$ cat src/hw/segment_relocation_pkg.sv
// Package with offsets, fields, reset values and codes of the segment relocation unit.
package segment_relocation_pkg;

  // ************************************************************
  // Address widths
  // ************************************************************
  localparam int VIRTUAL_WIDTH = 16;
  localparam int PHYSICAL_WIDTH = 18;
  localparam int BASE_WIDTH = 12;
  localparam int BLOCK_INDEX_WIDTH = 7;
  localparam int IN_BLOCK_WIDTH = 6;
  localparam int SELECT_WIDTH = 3;
  localparam int ENTRY_COUNT = 48;
  localparam int ENTRY_INDEX_WIDTH = 6;

  // ************************************************************
  // Virtual address and status word field positions
  // ************************************************************
  localparam int SELECT_MSB = 15;
  localparam int SELECT_LSB = 13;
  localparam int BLOCK_MSB = 12;
  localparam int BLOCK_LSB = 6;
  localparam int OFFSET_MSB = 5;
  localparam int STATUS_MODE_MSB = 15;
  localparam int STATUS_MODE_LSB = 14;

  // ************************************************************
  // Fixed address values
  // ************************************************************
  localparam logic [2:0] IO_PAGE_SELECT = 3'h7;
  localparam logic [1:0] IO_PAGE_UPPER = 2'h3;
  localparam logic [1:0] LOW_PAGE_UPPER = 2'h0;

  // ************************************************************
  // Processor mode codes
  // ************************************************************
  localparam logic [1:0] MODE_KERNEL = 2'h0;
  localparam logic [1:0] MODE_SUPERVISOR = 2'h1;
  localparam logic [1:0] MODE_USER = 2'h3;

  // ************************************************************
  // Register offsets and fields
  // ************************************************************
  localparam logic [11:0] CONTROL_OFFSET = 12'h000;
  localparam logic [11:0] STATUS_OFFSET = 12'h004;
  localparam logic [11:0] LAST_ADDRESS_OFFSET = 12'h008;
  localparam logic [3:0] MAP_PAGE = 4'h1;
  localparam logic [1:0] MAP_SET_UNUSED = 2'h3;
  localparam int CONTROL_ENABLE_BIT = 0;
  localparam int CONTROL_DATA_SPACE_BIT = 1;
  localparam logic CONTROL_ENABLE_RESET = 1'b0;
  localparam logic CONTROL_DATA_SPACE_RESET = 1'b1;
  localparam logic [11:0] BASE_RESET = 12'h000;

  // ************************************************************
  // Bus state
  // ************************************************************
  typedef enum logic [0:0] {bus_idle, bus_access} bus_state_type;

endpackage

$ cat src/hw/segment_translate.sv
// Combinational address former for one virtual address.
`timescale 1ns/1ps
module segment_translate
  import segment_relocation_pkg::*;
(
  // Inputs.
  input wire logic [VIRTUAL_WIDTH-1:0] virtual_address,
  input wire logic [BASE_WIDTH-1:0] segment_base_block,
  input wire logic mapping_enable,
  // Result.
  output logic [PHYSICAL_WIDTH-1:0] physical_address
);

  // ************************************************************
  // Address forming
  // ************************************************************
  logic [BLOCK_INDEX_WIDTH-1:0] segment_block_index;
  logic [IN_BLOCK_WIDTH-1:0] in_block_offset;
  logic [BASE_WIDTH-1:0] physical_block;
  logic [BASE_WIDTH-1:0] index_wide;

  assign segment_block_index = virtual_address[BLOCK_MSB:BLOCK_LSB];
  assign in_block_offset = virtual_address[OFFSET_MSB:0];
  assign index_wide = {{(BASE_WIDTH-BLOCK_INDEX_WIDTH){1'b0}}, segment_block_index};
  assign physical_block = segment_base_block + index_wide;

  always_comb begin
    if (mapping_enable) begin
      physical_address = {physical_block, in_block_offset};
    end else if (virtual_address[SELECT_MSB:SELECT_LSB] == IO_PAGE_SELECT) begin
      physical_address = {IO_PAGE_UPPER, virtual_address};
    end else begin
      physical_address = {LOW_PAGE_UPPER, virtual_address};
    end
  end

endmodule

$ cat src/hw/segment_address_relocation.sv
// Segment map, mode tracking, APB registers and registered address output.
//
// The APB register port and the placing of the registers were chosen for this implementation.
`timescale 1ns/1ps

module segment_address_relocation
  import segment_relocation_pkg::*;
(
  // Clock and reset.
  input wire logic pclk,
  input wire logic presetn,
  // APB slave.
  input wire logic [11:0] paddr,
  input wire logic psel,
  input wire logic penable,
  input wire logic pwrite,
  input wire logic [31:0] pwdata,
  output logic [31:0] prdata,
  output logic pready,
  output logic pslverr,
  // Processor address request.
  input wire logic address_valid,
  input wire logic [VIRTUAL_WIDTH-1:0] virtual_address,
  input wire logic instruction_space,
  input wire logic vector_access,
  // Processor status update.
  input wire logic status_load,
  input wire logic [15:0] processor_status_word,
  // System bus address.
  output logic physical_valid,
  output logic [PHYSICAL_WIDTH-1:0] physical_address,
  // Mode outputs.
  output logic [1:0] stack_mode,
  output logic [1:0] map_mode
);

  // ************************************************************
  // Declarations
  // ************************************************************
  bus_state_type bus_state;
  logic mapping_enable;
  logic data_space_enable;
  logic [BASE_WIDTH-1:0] segment_map_entry [ENTRY_COUNT];
  logic [PHYSICAL_WIDTH-1:0] last_address;
  logic [1:0] set_select;
  logic space_select;
  logic [SELECT_WIDTH-1:0] segment_select_field;
  logic [ENTRY_INDEX_WIDTH-1:0] entry_index;
  logic [BASE_WIDTH-1:0] selected_base;
  logic [PHYSICAL_WIDTH-1:0] next_physical_address;
  logic map_hit;
  logic control_hit;
  logic status_hit;
  logic last_hit;
  logic [ENTRY_INDEX_WIDTH-1:0] bus_index;
  logic bus_write;
  logic [31:0] next_prdata;
  logic next_pslverr;

  // ************************************************************
  // Entry selection
  // ************************************************************
  function automatic logic [1:0] set_of_mode(input logic [1:0] mode);
    logic [1:0] set_number;
    set_number = 2'h2;
    if (mode == MODE_KERNEL) begin
      set_number = 2'h0;
    end else if (mode == MODE_SUPERVISOR) begin
      set_number = 2'h1;
    end
    return set_number;
  endfunction

  always_comb begin
    if (vector_access) begin
      set_select = set_of_mode(MODE_KERNEL);
    end else begin
      set_select = set_of_mode(map_mode);
    end
  end

  assign space_select = ~instruction_space & data_space_enable;
  assign segment_select_field = virtual_address[SELECT_MSB:SELECT_LSB];
  assign entry_index = {set_select, space_select, segment_select_field};
  assign selected_base = segment_map_entry[entry_index];

  segment_translate translate (
    .virtual_address(virtual_address),
    .segment_base_block(selected_base),
    .mapping_enable(mapping_enable),
    .physical_address(next_physical_address)
  );

  // ************************************************************
  // Registered address output
  // ************************************************************
  always_ff @(posedge pclk or negedge presetn) begin
    if (!presetn) begin
      physical_valid <= 1'b0;
      physical_address <= '0;
    end else begin
      physical_valid <= address_valid;
      if (address_valid) begin
        physical_address <= next_physical_address;
      end
    end
  end

  always_ff @(posedge pclk or negedge presetn) begin
    if (!presetn) begin
      last_address <= '0;
    end else if (address_valid) begin
      last_address <= next_physical_address;
    end
  end

  // ************************************************************
  // Mode tracking
  // ************************************************************
  always_ff @(posedge pclk or negedge presetn) begin
    if (!presetn) begin
      stack_mode <= MODE_KERNEL;
      map_mode <= MODE_KERNEL;
    end else if (status_load) begin
      stack_mode <= processor_status_word[STATUS_MODE_MSB:STATUS_MODE_LSB];
      map_mode <= processor_status_word[STATUS_MODE_MSB:STATUS_MODE_LSB];
    end
  end

  // ************************************************************
  // APB decode
  // ************************************************************
  assign control_hit = (paddr == CONTROL_OFFSET);
  assign status_hit = (paddr == STATUS_OFFSET);
  assign last_hit = (paddr == LAST_ADDRESS_OFFSET);
  assign map_hit = (paddr[11:8] == MAP_PAGE) && (paddr[7:6] != MAP_SET_UNUSED) && (paddr[1:0] == 2'h0);
  assign bus_index = paddr[7:2];
  assign bus_write = psel && penable && pready && pwrite && !pslverr;

  always_comb begin
    next_prdata = 32'h0000_0000;
    next_pslverr = 1'b0;
    if (control_hit) begin
      next_prdata[CONTROL_ENABLE_BIT] = mapping_enable;
      next_prdata[CONTROL_DATA_SPACE_BIT] = data_space_enable;
    end else if (status_hit) begin
      next_prdata = {28'h0000000, stack_mode, map_mode};
    end else if (last_hit) begin
      next_prdata = {14'h0000, last_address};
    end else if (map_hit) begin
      next_prdata = {20'h00000, segment_map_entry[bus_index]};
    end else begin
      next_pslverr = 1'b1;
    end
    if (pwrite && status_hit) begin
      next_pslverr = 1'b1;
    end
    if (pwrite && last_hit) begin
      next_pslverr = 1'b1;
    end
  end

  always_ff @(posedge pclk or negedge presetn) begin
    if (!presetn) begin
      bus_state <= bus_idle;
      pready <= 1'b0;
      pslverr <= 1'b0;
      prdata <= 32'h0000_0000;
    end else begin
      case (bus_state)
        bus_idle: begin
          if (psel && !penable) begin
            bus_state <= bus_access;
            pready <= 1'b1;
            pslverr <= next_pslverr;
            prdata <= pwrite ? 32'h0000_0000 : next_prdata;
          end
        end
        bus_access: begin
          bus_state <= bus_idle;
          pready <= 1'b0;
          pslverr <= 1'b0;
          prdata <= 32'h0000_0000;
        end
        default: begin
          bus_state <= bus_idle;
          pready <= 1'b0;
          pslverr <= 1'b0;
        end
      endcase
    end
  end

  // ************************************************************
  // Control register
  // ************************************************************
  always_ff @(posedge pclk or negedge presetn) begin
    if (!presetn) begin
      mapping_enable <= CONTROL_ENABLE_RESET;
      data_space_enable <= CONTROL_DATA_SPACE_RESET;
    end else if (bus_write && control_hit) begin
      mapping_enable <= pwdata[CONTROL_ENABLE_BIT];
      data_space_enable <= pwdata[CONTROL_DATA_SPACE_BIT];
    end
  end

  // ************************************************************
  // Segment map entries
  // ************************************************************
  for (genvar entry = 0; entry < ENTRY_COUNT; entry++) begin : map_entry
    always_ff @(posedge pclk or negedge presetn) begin
      if (!presetn) begin
        segment_map_entry[entry] <= BASE_RESET;
      end else if (bus_write && map_hit && bus_index == ENTRY_INDEX_WIDTH'(entry)) begin
        segment_map_entry[entry] <= pwdata[BASE_WIDTH-1:0];
      end
    end
  end

  // ************************************************************
  // Assertions
  // ************************************************************
  chk_output_latency: assert property (@(posedge pclk) disable iff (!presetn)
    address_valid |=> physical_valid)
    else $error("Physical address did not follow a request by one cycle.");

  chk_io_page_extend: assert property (@(posedge pclk) disable iff (!presetn)
    (address_valid && !mapping_enable && virtual_address[15:13] == 3'h7)
    |=> physical_address[17:16] == 2'h3 && physical_address[15:0] == $past(virtual_address))
    else $error("I/O page address was not extended with ones.");

  chk_low_passthrough: assert property (@(posedge pclk) disable iff (!presetn)
    (address_valid && !mapping_enable && virtual_address[15:13] != 3'h7)
    |=> physical_address == {2'h0, $past(virtual_address)})
    else $error("Unmapped low address was altered.");

  chk_mapped_offset: assert property (@(posedge pclk) disable iff (!presetn)
    (address_valid && mapping_enable) |=> physical_address[5:0] == $past(virtual_address[5:0]))
    else $error("In-block offset was not carried through.");

  chk_mapped_block: assert property (@(posedge pclk) disable iff (!presetn)
    (address_valid && mapping_enable)
    |=> physical_address[17:6] == $past(selected_base) + {5'h00, $past(virtual_address[12:6])})
    else $error("Physical block is not base plus block index.");

  chk_vector_kernel: assert property (@(posedge pclk) disable iff (!presetn)
    vector_access |-> entry_index[5:4] == 2'h0)
    else $error("Vector access did not use the kernel set.");

  chk_data_disable: assert property (@(posedge pclk) disable iff (!presetn)
    (!data_space_enable || instruction_space) |-> entry_index[3] == 1'b0)
    else $error("Reference used data entries while it should not.");

  chk_mode_decode: assert property (@(posedge pclk) disable iff (!presetn)
    (!vector_access && map_mode == 2'h3) |-> entry_index[5:4] == 2'h2)
    else $error("User mode did not select the user set.");

  chk_status_mode: assert property (@(posedge pclk) disable iff (!presetn)
    status_load |=> stack_mode == $past(processor_status_word[15:14]) && map_mode == stack_mode)
    else $error("Stack mode did not follow the new status word.");

  chk_select_field: assert property (@(posedge pclk) disable iff (!presetn)
    entry_index[2:0] == virtual_address[15:13])
    else $error("Entry select is not taken from the top address bits.");

  chk_bus_ready: assert property (@(posedge pclk) disable iff (!presetn)
    (psel && !penable && !pready) |=> pready ##1 !pready)
    else $error("APB ready did not come for exactly one cycle.");

  chk_output_hold: assert property (@(posedge pclk) disable iff (!presetn)
    !address_valid |=> $stable(physical_address))
    else $error("Physical address changed without a request.");

  chk_last_follows: assert property (@(posedge pclk) disable iff (!presetn)
    address_valid |=> last_address == physical_address)
    else $error("Last address register differs from the bus address.");

  chk_kernel_set: assert property (@(posedge pclk) disable iff (!presetn)
    (!vector_access && map_mode == MODE_KERNEL) |-> entry_index[5:4] == 2'h0)
    else $error("Kernel mode did not select the kernel set.");

  chk_supervisor_set: assert property (@(posedge pclk) disable iff (!presetn)
    (!vector_access && map_mode == MODE_SUPERVISOR) |-> entry_index[5:4] == 2'h1)
    else $error("Supervisor mode did not select the supervisor set.");

  chk_data_entries: assert property (@(posedge pclk) disable iff (!presetn)
    (data_space_enable && !instruction_space) |-> entry_index[3] == 1'b1)
    else $error("Data reference did not use data entries.");

  chk_control_write: assert property (@(posedge pclk) disable iff (!presetn)
    (bus_write && control_hit) |=> mapping_enable == $past(pwdata[CONTROL_ENABLE_BIT])
    && data_space_enable == $past(pwdata[CONTROL_DATA_SPACE_BIT]))
    else $error("Control bits did not take the written value.");

  chk_map_store: assert property (@(posedge pclk) disable iff (!presetn)
    (bus_write && map_hit) |=> segment_map_entry[$past(bus_index)] == $past(pwdata[BASE_WIDTH-1:0]))
    else $error("Map entry did not take the written base.");

  chk_mode_hold: assert property (@(posedge pclk) disable iff (!presetn)
    !status_load |=> $stable(map_mode))
    else $error("Map mode changed without a status load.");

  chk_refused_write: assert property (@(posedge pclk) disable iff (!presetn)
    (psel && !penable && !pready && pwrite && (status_hit || last_hit)) |=> pready && pslverr)
    else $error("Write to a read-only register was not refused.");

  chk_read_idle: assert property (@(posedge pclk) disable iff (!presetn)
    !pready |-> prdata == 32'h0000_0000)
    else $error("Read data stood outside the access cycle.");

  cov_mapped_data: cover property (@(posedge pclk) disable iff (!presetn)
    address_valid && mapping_enable && !instruction_space && data_space_enable);

  cov_io_page: cover property (@(posedge pclk) disable iff (!presetn)
    address_valid && !mapping_enable && virtual_address[15:13] == 3'h7);

  cov_vector_then_user: cover property (@(posedge pclk) disable iff (!presetn)
    (vector_access && address_valid) ##1 status_load ##1 (map_mode == 2'h3));

  cov_map_write: cover property (@(posedge pclk) disable iff (!presetn)
    bus_write && map_hit);

  cov_data_space_off: cover property (@(posedge pclk) disable iff (!presetn)
    address_valid && mapping_enable && !data_space_enable && !instruction_space);

endmodule

$ cat config.mk
export PLATFORM = sky130hd
export DESIGN_NAME = segment_address_relocation
export DESIGN_NICKNAME = d
export VERILOG_FILES = /design/src/hw/segment_relocation_pkg.sv /design/src/hw/segment_translate.sv /design/src/hw/segment_address_relocation.sv
export SDC_FILE = /design/constraint.sdc
export NUM_CORES = 1
export LEC_CHECK = 0
export BUFFER_PORTS_ARGS = -buffer_cell sky130_fd_sc_hd__buf_2
export CORE_ASPECT_RATIO = 0.9
export CORE_MARGIN = 3
export CORE_UTILIZATION = 35
export DETAILED_ROUTE_END_ITERATION = 7
export PLACE_DENSITY = 0.59
export SLEW_MARGIN = 25
export SYNTH_ARGS = -nofsm -noshare
export SYNTH_HDL_FRONTEND = slang
export SYNTH_HIERARCHICAL = 1
export SYNTH_SLANG_ARGS = --single-unit
export TNS_END_PERCENT = 30
$ cat constraint.sdc
create_clock -name pclk -period 4.6 [get_ports pclk]
set_input_delay 0.23 -clock pclk [delete_from_list [all_inputs] [get_ports pclk]]
set_output_delay 0.23 -clock pclk [all_outputs]
set_load 0.02 [all_outputs]
==> out/metrics.sh, run 1 <==
OUTCOME='finished, final reports clean'
SYNTHESIS.INSTANCES=2149
CTS-ROOT-TO-SINK-BUFFERS=3
FP-ROW-COUNT=106
FLOORPLAN.DIE.WIDTH_UM=331.8
REQUIRED_TIME_OF_THE_WORST_SETUP_PATH_PS=5100
SYNTH.CELLS.MOST_FREQUENT='sky130_fd_sc_hd__dfrtp_1 (619), sky130_fd_sc_hd__mux2_2 (597), sky130_fd_sc_hd__mux4_2 (344), sky130_fd_sc_hd__clkbuf_1 (121), sky130_fd_sc_hd__buf_2 (52)'
DR_TOTAL_VIAS=20940
POST_CTS.RESIZED_INSTANCES=0
TIMING.REG2REG.WORST_PATH_DEPTH=10
CRITPATHBUFINV=0
RRSETUPSLACK_PS=660
CRITPATHLAUNCHTYPE='register'
YOSYS.AREA.TOP_TYPE_SHARE_PCT=46.34
SETUP_VIOL_COUNT_FINAL=0
PLACE_WS_PS=445.7
POWER_FRAC_CLOCK_PCT=47.7
SYNTHFLOPTYPE='sky130_fd_sc_hd__dfrtp_1'
HP-START='virtual_address[9]'
NUMBER_OF_NETS_WITH_ANTENNA_VIOLATIONS_AFTER_DETAILED_ROUTING=0
POST_CTS.REPAIR.SETUP_BUFFERS=0
GRT_SETUP_UNREPAIRED='no'
GRT_USE_TOTAL_PCT=20.24
INITIAL_UTILIZATION_PCT=35.65
WORST-SLEW-PIN-TRANSITION_PS=1141
WL_PER_CELL_UM=28.87
VIASPERCELL=5.997
CLOCK_LATENCY_PS=620
PATH_CLK_SLEW_PS=60
YS_SEQ_ELEMENTS=620
CELLPOWERDENSITY_mW_PER_MM2=317.5
PLACE.DETAILED.INSTANCES=3357
FINAL_MAX_SLEW_VIOL_COUNT=0
TOTALNEGATIVESETUPSLACK_PS=0
PLACEABLECOREAREA_MM2=0.09377
FINALWIRELENGTH_UM=100800
TIMING.CRITICAL_PATH.MODE_CELL='sky130_fd_sc_hd__mux2_2'
NUMBER_OF_GLOBAL_ROUTE_VIAS_BEFORE_REPAIR=22000
MET3_LENGTH_UM=6753
IO_BUFFERS=93
FLOW.AREA_GROWTH_FROM_SYNTHESIS_PCT=13.40
POST_SYNTH_INSTANCE_AREA_MM2=0.03343
GPL.FINAL_WEIGHTED_CONGESTION=0.8425
TRITONCTS_NUM_SINKS=620
HOLD_VIOL=0
CTS_MADE_BUFFERS=70
CTS.ROOT.BUFFER_CELL='sky130_fd_sc_hd__clkbuf_16'
DRTPASS1ITERATIONS=5
FINALCOREUTILIZATION_PCT=40.43
CRIT_FANOUT=22
WL_MET2_UM=46760
HIGHEST_LAYER='met4'
CRIT_PATH_MAX_INCR_DELAY_PS=670
SYNTH_EDF_COUNT=0
FIN_WORST_SKEW_PS=25.31
FINAL.MIN_CLOCK_PERIOD_PS=3938
MAXSLEWHEADROOM_PCT=22.88
CRIT_SLOWEST_CELL='sky130_fd_sc_hd__mux4_2'
YS_ASYNC_SR_FRACTION_PCT=100.0
CAP_VIOL_MAX_COUNT=0
DR.FIRST_ITER.DRC_COUNT=1810
CRITICAL_PATH.TOP_DELAY_FAMILY='multiplexers'
POWER.SWITCHING_mW=2.896
H-TREE-DEPTH=3
CTS-HOLD-FIX-BUFFERS=12
INSTANCES_NO_FILL=3492
HOLD_END='last_address[9]$_DFFE_PN0P_'
FINALNETCOUNT=2293
MIN_DELAY_PATH_DEPTH=3
WORSTSETUPPATHTYPE='register to register'
LEAKAGE_nW=17.11
NETLIST-CELL-TYPE-COUNT=69
MIN-DELAY-PATH-CLASS='input port to register'
HPWL_UM=62870
SEQUENTIAL_CELL_FRACTION_OF_TOTAL_POWER_PCT=45.7
DRC_ERRORS=0
END_KIND='register'
GLOBAL_ROUTE_WIRE_LENGTH_BEFORE_REPAIR_UM=151000
IO_PINS=142
LARGEST_VDD_SUPPLY_DROP_mV=0.3011
POWER_REPORT.INTERNAL_TOTAL_mW=9.141
GLOBALROUTE.TOTALOVERFLOW=0
WIRELENGTH_MET1_UM=44230
REG2REG_TO='last_address[11]$_DFFE_PN0P_'
FIN_WS_PS=661.7
SHARE_COMB_OF_TOTAL_POWER_PCT=6.5
LAYOUT_WORST_PATH_CYCLE_SHARE_PCT=85.61
INITIAL_ANTENNA_VIOLATION_COUNT=3
SYN_AREA_PER_CELL_UM2=15.55
POST_ROUTE_CELLS_DRIVE_ABOVE_1_SHARE_PCT=57.18
FMAX_MHz=253.9
WP_DATA_ARRIVAL_PS=4430
SYNTH.MOST_COMMON_CELL='sky130_fd_sc_hd__dfrtp_1'
SYNTH.AREA.TOP_CELLS='sky130_fd_sc_hd__dfrtp_1 (46%), sky130_fd_sc_hd__mux4_2 (23%), sky130_fd_sc_hd__mux2_2 (20%), sky130_fd_sc_hd__clkbuf_1 (1.4%), sky130_fd_sc_hd__a22oi_1 (0.85%)'
SYNTH_SEQ_AREA_SHARE_PCT=46.42
CTS_TREE='done'
GRT_MAX_DEGREE=145
CRITICAL_PATH.CELL_CHAIN='nand2b_4, mux4_2, a22oi_1, nand2_1, ha_1, a21oi_1, o2111ai_1, xor2_1, mux2_2, mux2_2'
VERTICAL_DIE_DIMENSION_UM=299.2
POWER.SWITCHING_FRACTION_PCT=24.06
WORST_R2R_STARTPOINT='data_space_enable$_DFFE_PN1P_'
DIE_AREA_MM2=0.09925
YOSYSWARNINGS=6
SYNTH_TOP_CELL_BY_AREA='sky130_fd_sc_hd__dfrtp_1'
-- cells in the final DEF (no fill, tap or decap), drive strengths merged, types with 14 or more instances in the layout --
master / n
clkbuf: 100
mux4: 344
conb: 14
buf: 190
nand2: 43
nor2b: 16
nor2: 34
nand3: 18
o21ai: 18
a21oi: 15
nor3: 22
a22oi: 38
mux2: 602
dfrtp: 619
-- power groups by stage --
stage / clock network, mW / registers [mW] / logic (mW)
after detailed placement: 0 / 5.60 / 0.785
final: 5.74 / 5.50 / 0.788
after CTS: 5.87 / 5.50 / 0.796
after global placement: 0 / 5.60 / 0.773
after global routing: 6.07 / 5.50 / 0.849
after floorplan: 0 / 5.62 / 0.411
-- final cells by class --
class / count / area, um2
Antenna cell: 1 / 2.502
Clock buffer: 100 / 2118
Clock inverter: 21 / 234.0
Fill cell: 8475 / 55860
Inverter: 8 / 30.03
Multi-Input combinational cell: 1298 / 16930
Sequential cell: 620 / 15520
Tap cell: 1242 / 1554
Timing Repair Buffer: 202 / 1526
-- worst min-delay path: cells and delay by family --
| family | cells | cell delay, ps |
|---|---|---|
| buffers and inverters | 1 | 110 |
| multiplexers | 2 | 270 |
-- per-layer routing --
layer	GRT usage, %	vias up
met3	3.387	159
met5	0	-
met1	28.77	11510
met2	31.71	800
li1	-	8474
met4	6.622	0
-- flip-flops by register name, summed over array words and instances, names as in the netlist --
| name | count |
|---|---|
| data_space_enable | 1 |
| bus_state | 1 |
| mapping_enable | 1 |
| pslverr | 1 |
| last_address | 18 |
| pready | 1 |
| segment_map_entry | 576 |
| physical_valid | 1 |
| map_mode | 2 |
| prdata | 18 |
-- metrics by stage --
stage	cell area [um2]	hold WS [ps]	total power [mW]
global route	37900	33.76	12.42
finish	37910	36.87	12.04
detailed placement	35400	305.1	6.387
global placement	35400	288.1	6.374
CTS	37870	5.057	12.17
floorplan	33480	-65.59	6.029
-- how the worst max path moves through the flow --
stage	startpoint	endpoint	slack [ps]	cells after the start
after detailed placement	virtual_address[13]	last_address[17]$_DFFE_PN0P_	450	12
after global routing	data_space_enable$_DFFE_PN1P_	last_address[11]$_DFFE_PN0P_	600	11
after global placement	virtual_address[13]	last_address[17]$_DFFE_PN0P_	470	12
after CTS	data_space_enable$_DFFE_PN1P_	last_address[11]$_DFFE_PN0P_	720	10
after floorplan	virtual_address[13]	last_address[11]$_DFFE_PN0P_	830	13
final	data_space_enable$_DFFE_PN1P_	last_address[11]$_DFFE_PN0P_	660	10
-- kinds of logic (layout without fill, tap and decap cells) --
logic type               after synthesis  count (layout)  synth area share [%]
multiplexers                         957             957                 43.79
AND/OR/NAND/NOR                      181             181                 3.084
AO/OA/AOI/OAI                        135             135                 2.995
adder cells (fa/ha/maj)                8               8                0.3219
buffers and inverters                244             331                 3.305
XOR/XNOR                               3               3               0.07862
flip-flops                           620             620                 46.42
other                                  1              15               0.01122
Note: power is estimated with default switching activity, not from simulation.
==> run 2: changes to the inputs <==
Settings changed: CTS_BUF_LIST set to sky130_fd_sc_hd__clkbuf_2 sky130_fd_sc_hd__clkbuf_4 sky130_fd_sc_hd__clkbuf_8.
==> out/metrics.sh, run 2 (synthesis results as in run 1) <==
OUTCOME='finished, final reports clean'
END_KIND='register'
HOLD_VIOL=0  # unchanged
WP_DATA_ARRIVAL_PS=4470  # +40 ps
PATH_CLK_SLEW_PS=60  # about the same
WL_PER_CELL_UM=28.34  # -1.8%
DR.FIRST_ITER.DRC_COUNT=1741  # -3.8%
MET3_LENGTH_UM=7268  # +7.6%
FLOW.AREA_GROWTH_FROM_SYNTHESIS_PCT=13.91
FIN_WORST_SKEW_PS=30.48  # +5.177 ps
HOLD_END='prdata[2]$_DFFE_PN0P_'
FINAL_MAX_SLEW_VIOL_COUNT=0  # unchanged
LARGEST_VDD_SUPPLY_DROP_mV=0.2849  # -5.4%
CRIT_FANOUT=22  # unchanged
TIMING.REG2REG.WORST_PATH_DEPTH=12  # +2
TOTALNEGATIVESETUPSLACK_PS=0  # unchanged
LAYOUT_TOP_REGISTERS='segment_map_entry x576, last_address x18, prdata x18'
LAYOUT.CELLS.MOST_COMMON='sky130_fd_sc_hd__dfrtp_1'
REQUIRED_TIME_OF_THE_WORST_SETUP_PATH_PS=5210  # +110 ps
MAXSLEWHEADROOM_PCT=27.00  # +4.1 points
NUM-FILL-CELLS=8490  # +0.18%
LAYOUT_COMMON_CELLS='sky130_fd_sc_hd__dfrtp_1 (619), sky130_fd_sc_hd__mux2_2 (597), sky130_fd_sc_hd__mux4_2 (344)'
FMAX_MHz=258.7  # +1.9%
VIASPERCELL=5.908  # -1.5%
DRC_ERRORS=0  # unchanged
FINALNETCOUNT=2343  # +2.2%
HIGHEST_LAYER='met4'
CTS_TREE='done'
CELLPOWERDENSITY_mW_PER_MM2=310.6  # -2.2%
POST_CTS.REPAIR.SETUP_BUFFERS=0  # unchanged
TRITONCTS_NUM_SINKS=620  # unchanged
POWER.TOTAL_mW=11.83  # -1.7%
WORST-SLEW-PIN-TRANSITION_PS=1092  # -48.36 ps
FLOORPLAN.DIE.WIDTH_UM=331.8  # unchanged
IO_BUFFERS=93  # unchanged
CTS_MADE_BUFFERS=107  # +53%
GLOBALROUTE.TOTALOVERFLOW=0  # unchanged
LARGEST_REGISTER_FFS=576  # unchanged
MIN-DELAY-PATH-CLASS='input port to register'
NUMBER_OF_GLOBAL_ROUTE_VIAS_BEFORE_REPAIR=22610  # +2.8%
HP-START='paddr[10]'
NUMBER_OF_NETS_WITH_ANTENNA_VIOLATIONS_AFTER_DETAILED_ROUTING=0  # unchanged
VERTICAL_DIE_DIMENSION_UM=299.2  # unchanged
GRT_SETUP_UNREPAIRED='no'
HPWL_UM=62870  # unchanged
DRTPASS1ITERATIONS=5  # unchanged
FINALWIRELENGTH_UM=101500  # +0.68%
H-TREE-DEPTH=3  # unchanged
GRT_MAX_DEGREE=145  # unchanged
CAP_VIOL_MAX_COUNT=0  # unchanged
MIN_DELAY_PATH_DEPTH=5  # +2
CTS-ROOT-TO-SINK-BUFFERS=3  # unchanged
HOLD-WORST-SLACK_PS=74.05  # +37.18 ps
REG2REG_TO='last_address[14]$_DFFE_PN0P_'
LEAKAGE_nW=17.28  # +1.0%
CTS.ROOT.BUFFER_CELL='sky130_fd_sc_hd__clkbuf_8'
INITIAL_ANTENNA_VIOLATION_COUNT=4  # +1
MAX_FLOP_REGISTER='segment_map_entry'
POSTLAYOUTCELLAREA_MM2=0.03808  # +0.45%
WORST_R2R_STARTPOINT='data_space_enable$_DFFE_PN1P_'
WL_MET2_UM=46760  # about the same
FP-ROW-COUNT=106  # unchanged
GPL.FINAL_WEIGHTED_CONGESTION=0.8425  # unchanged
FINAL.MIN_CLOCK_PERIOD_PS=3866  # -72.38 ps
DR_TOTAL_VIAS=21160  # +1.0%
CLOCK_LATENCY_PS=720  # +100 ps
GRT_USE_TOTAL_PCT=20.40  # +0.16 points
POST_ROUTE_CELLS_DRIVE_ABOVE_1_SHARE_PCT=58.59  # +1.4 points
WIRELENGTH_MET1_UM=44060  # -0.37%
SETUP_VIOL_COUNT_FINAL=0  # unchanged
DIE_AREA_MM2=0.09925  # unchanged
GLOBAL_ROUTE_WIRE_LENGTH_BEFORE_REPAIR_UM=152400  # +0.93%
LAYOUT_WORST_PATH_CYCLE_SHARE_PCT=84.04  # -1.6 points
PLACEABLECOREAREA_MM2=0.09377  # unchanged
RRSETUPSLACK_PS=730  # +70 ps
DETAILED_PLACE.AREA_MM2=0.03540  # unchanged
INITIAL_UTILIZATION_PCT=35.65  # unchanged
WORSTSETUPPATHTYPE='register to register'
IO_PINS=142  # unchanged
CRITPATHLAUNCHTYPE='register'
[run 2: area by class of cell]
type                       count  area [um2]  area share, %
clock buffer                 176        2203          5.786
clock inverter                18       180.2         0.4732
multi-input combinational   1298       16930          44.46
timing repair buffer         215        1657          4.351
antenna                        4       10.01        0.02629
tap                         1242        1554          4.081
sequential                   620       15520          40.75
inverter                       8       30.03        0.07886
[run 2: power by group]
part	leakage (nW)	switching [mW]	total, mW	internal, mW
clock	1.27	2.35	5.53	3.18
sequential	8.61	0.0265	5.51	5.48
combinational	7.40	0.552	0.797	0.245
[run 2: worst max path at each step]
stage               slack, ps  cells after the start                           end                     startpoint
global placement          470                     12  last_address[17]$_DFFE_PN0P_            virtual_address[13]
floorplan                 830                     13  last_address[11]$_DFFE_PN0P_            virtual_address[13]
finish                    730                     12  last_address[14]$_DFFE_PN0P_  data_space_enable$_DFFE_PN1P_
CTS                       750                     10  last_address[11]$_DFFE_PN0P_  data_space_enable$_DFFE_PN1P_
detailed placement        450                     12  last_address[17]$_DFFE_PN0P_            virtual_address[13]
global route              600                     11  last_address[11]$_DFFE_PN0P_  data_space_enable$_DFFE_PN1P_
[run 2: metal layers]
layer | track usage [%] | up-vias
li1 | - | 8586
met1 | 28.28 | 11540
met2 | 31.79 | 845
met3 | 4.202 | 184
met4 | 7.499 | 0
met5 | 0 | -
[run 2: through the flow]
stage	util, %	setup WS [ps]	instances
final	40.61	734.1	3581
after global routing	40.60	601.0	3578
after CTS	40.56	747.2	3576
after detailed placement	37.75	445.7	3357
after global placement	37.75	472.5	3357
after floorplan	-	825.7	2162
[run 2: worst max-delay path, stage by stage (launching register included)]
cell and delay (ps):
sky130_fd_sc_hd__dfstp_2 560, sky130_fd_sc_hd__nand2b_4 360, sky130_fd_sc_hd__mux4_2 650, sky130_fd_sc_hd__a22oi_1 450
sky130_fd_sc_hd__nand2_1 120, sky130_fd_sc_hd__ha_1 220, sky130_fd_sc_hd__inv_1 70, sky130_fd_sc_hd__fa_1 200
sky130_fd_sc_hd__nor2b_1 90, sky130_fd_sc_hd__o31ai_2 380, sky130_fd_sc_hd__a2111o_1 220, sky130_fd_sc_hd__o221ai_1 100
sky130_fd_sc_hd__mux2_2 290
[run 2: what timing repair did]
item | in CTS | in global routing
resized for setup | 0 | 0
hold buffers | 25 | 0
hold endpoints to repair | 99 | 0
==> run 3: changes to the inputs <==
Settings changed: PLACE_DENSITY 0.59 to 0.61.
Clock period 4.6 ns to 3.5 ns, I/O delays scaled along.
==> out/metrics.sh, run 3 (synthesis results as in run 1) <==
FMAX_MHz=289.8  # +12%
CRITPATHLAUNCHTYPE='register'
GPL.FINAL_WEIGHTED_CONGESTION=0.8705  # +3.3%
SETUP_VIOL_COUNT_FINAL=0  # unchanged
CTS_TREE='done'
WORSTSETUPPATHTYPE='register to register'
GLOBALROUTE.TOTALOVERFLOW=0  # unchanged
CTS-ROOT-TO-SINK-BUFFERS=3  # unchanged
FINALNETCOUNT=2414  # +3.0%
CAP_VIOL_MAX_COUNT=0  # unchanged
HOLD-WORST-SLACK_PS=50.89  # -23.16 ps
LAYOUT_COMMON_CELLS='sky130_fd_sc_hd__dfrtp_1 (619), sky130_fd_sc_hd__mux2_2 (596), sky130_fd_sc_hd__mux4_2 (344)'
CRITICAL_PATH.CELL_CHAIN='mux4_2, mux4_2, a22oi_1, nand2_1, ha_1, nor2b_2, o31ai_4, a21boi_0, o211ai_1, mux2_2'
POWER.TOTAL_mW=15.21  # +29%
CTS_MADE_BUFFERS=108  # +0.93%
IO_BUFFERS=93  # unchanged
VIASPERCELL=5.939  # +0.51%
FLOORPLAN.DIE.WIDTH_UM=331.8  # unchanged
PATH_CLK_SLEW_PS=60  # about the same
FIN_WORST_SKEW_PS=40.60  # +10.12 ps
TIMING.CRITICAL_PATH.MODE_CELL='sky130_fd_sc_hd__mux4_2'
FIN_WS_PS=49.37  # -684.8 ps
LAYOUT.CELLS.MOST_COMMON='sky130_fd_sc_hd__dfrtp_1'
LAYOUT_TOP_REGISTERS='segment_map_entry x576, last_address x18, prdata x18'
DRTPASS1ITERATIONS=5  # unchanged
NUMBER_OF_NETS_WITH_ANTENNA_VIOLATIONS_AFTER_DETAILED_ROUTING=0  # unchanged
DRC_ERRORS=0  # unchanged
LARGEST_VDD_SUPPLY_DROP_mV=0.2684  # -5.8%
WL_PER_CELL_UM=27.82  # -1.8%
MIN-DELAY-PATH-CLASS='input port to asynchronous set/reset pin'
GRT_SETUP_UNREPAIRED='yes'
NUMBER_OF_GLOBAL_ROUTE_VIAS_BEFORE_REPAIR=22810  # +0.88%
LAYOUT_WORST_PATH_CYCLE_SHARE_PCT=98.59  # +15 points
H-TREE-DEPTH=3  # unchanged
FLOW.AREA_GROWTH_FROM_SYNTHESIS_PCT=15.67
FINAL.MIN_CLOCK_PERIOD_PS=3451  # -415.2 ps
TRITONCTS_NUM_SINKS=620  # unchanged
INITIAL_ANTENNA_VIOLATION_COUNT=2  # -2
NUM-FILL-CELLS=8492  # +0.024%
VERTICAL_DIE_DIMENSION_UM=299.2  # unchanged
FP-ROW-COUNT=106  # unchanged
OUTCOME='finished, final reports clean'
INITIAL_UTILIZATION_PCT=35.65  # unchanged
DIE_AREA_MM2=0.09925  # unchanged
LEAKAGE_nW=17.61  # +1.9%
CRIT_FANOUT=5  # -77%
WORST-SLEW-PIN-TRANSITION_PS=1127  # +34.21 ps
GLOBAL_ROUTE_WIRE_LENGTH_BEFORE_REPAIR_UM=151900  # -0.37%
CRIT_PATH_MAX_INCR_DELAY_PS=560  # -90 ps
DR_TOTAL_VIAS=21620  # +2.2%
CELLPOWERDENSITY_mW_PER_MM2=393.4  # +27%
HOLD_VIOL=0  # unchanged
FINALWIRELENGTH_UM=101300  # -0.21%
HPWL_UM=65970  # +4.9%
CLOCK_LATENCY_PS=720  # about the same
CTS.ROOT.BUFFER_CELL='sky130_fd_sc_hd__clkbuf_8'
MAX_FLOP_REGISTER='segment_map_entry'
PLACEABLECOREAREA_MM2=0.09377  # unchanged
END_KIND='register'
REQUIRED_TIME_OF_THE_WORST_SETUP_PATH_PS=4150  # -1060 ps
PLACE.DETAILED.INSTANCES=3423  # +2.0%
CRIT_SLOWEST_CELL='sky130_fd_sc_hd__mux4_2'
INSTANCES_NO_FILL=3640  # +1.6%
GRT_USE_TOTAL_PCT=20.27  # -0.13 points
DR.FIRST_ITER.DRC_COUNT=2003  # +15%
LARGEST_REGISTER_FFS=576  # unchanged
PLACE_WS_PS=-178.4  # -624.1 ps
GRT_MAX_DEGREE=103  # -29%
POST_ROUTE_CELLS_DRIVE_ABOVE_1_SHARE_PCT=59.87  # +1.3 points
WP_DATA_ARRIVAL_PS=4100  # -370 ps
MAXSLEWHEADROOM_PCT=24.82  # -2.2 points
IO_PINS=142  # unchanged
FINAL_MAX_SLEW_VIOL_COUNT=0  # unchanged
run 3: worst paths after layout:
kind	from	endpoint	slack, ps	depth (start not counted)
min reg2reg	prdata[0]$_DFFE_PN0P_	prdata[0]$_DFFE_PN0P_	500	2
min	presetn	segment_map_entry[567]$_DFFE_PN0P_	50	2
max in group asynchronous	presetn	segment_map_entry[116]$_DFFE_PN0P_	2330	3
min in group pclk	paddr[0]	prdata[3]$_DFFE_PN0P_	80	5
max	segment_map_entry[2]$_DFFE_PN0P_	last_address[12]$_DFFE_PN0P_	50	10
max reg2reg	segment_map_entry[2]$_DFFE_PN0P_	last_address[12]$_DFFE_PN0P_	50	10
run 3: routing by layer:
layer	up-vias	GRT usage, %	share of wire (%)
met5	-	0	0
met4	0	6.844	3.3
met3	198	3.840	7.4
met2	923	31.68	47
met1	11770	28.50	43
li1	8726	-	-
run 3: area by class of cell:
cell class / count / area, um2 / area share [%]
clock inverter: 17 / 126.4 / 0.3268
timing repair buffer: 285 / 2365 / 6.116
multi-input combinational: 1298 / 16970 / 43.89
clock buffer: 169 / 2101 / 5.433
sequential: 620 / 15520 / 40.13
tap: 1242 / 1554 / 4.019
antenna: 1 / 2.502 / 0.006472
inverter: 8 / 30.03 / 0.07766
run 3: stage by stage:
| step | area [um2] | TNS (ps) | util (%) |
|---|---|---|---|
| after floorplan | 33500 | 0 | - |
| after global placement | 36080 | -674.0 | 38.48 |
| after detailed placement | 36080 | -1141 | 38.48 |
| after CTS | 38600 | 0 | 41.17 |
| after global routing | 38660 | -19.99 | 41.23 |
| final | 38660 | 0 | 41.23 |
run 3: worst max-delay path: cells and delay by family (launching register included):
kind | cells | cell delay (ps)
mux | 3 | 1260
compound gates | 4 | 1080
flops | 1 | 410
fa+ha+maj | 1 | 330
simple gates | 2 | 300
run 3: power breakdown:
group          switching, mW  internal (mW)
Sequential            0.0422           7.20
Clock                   3.01           3.85
Combinational          0.726          0.373
Total                   3.78           11.4
run 3: timing repair:
item	4_1_cts	5_1_grt
pin swaps	0	5
endpoints found under the hold margin	97	0
endpoints found under the setup margin	2	8
hold buffers	28	0
setup buffers	0	2
resized for setup	1	13
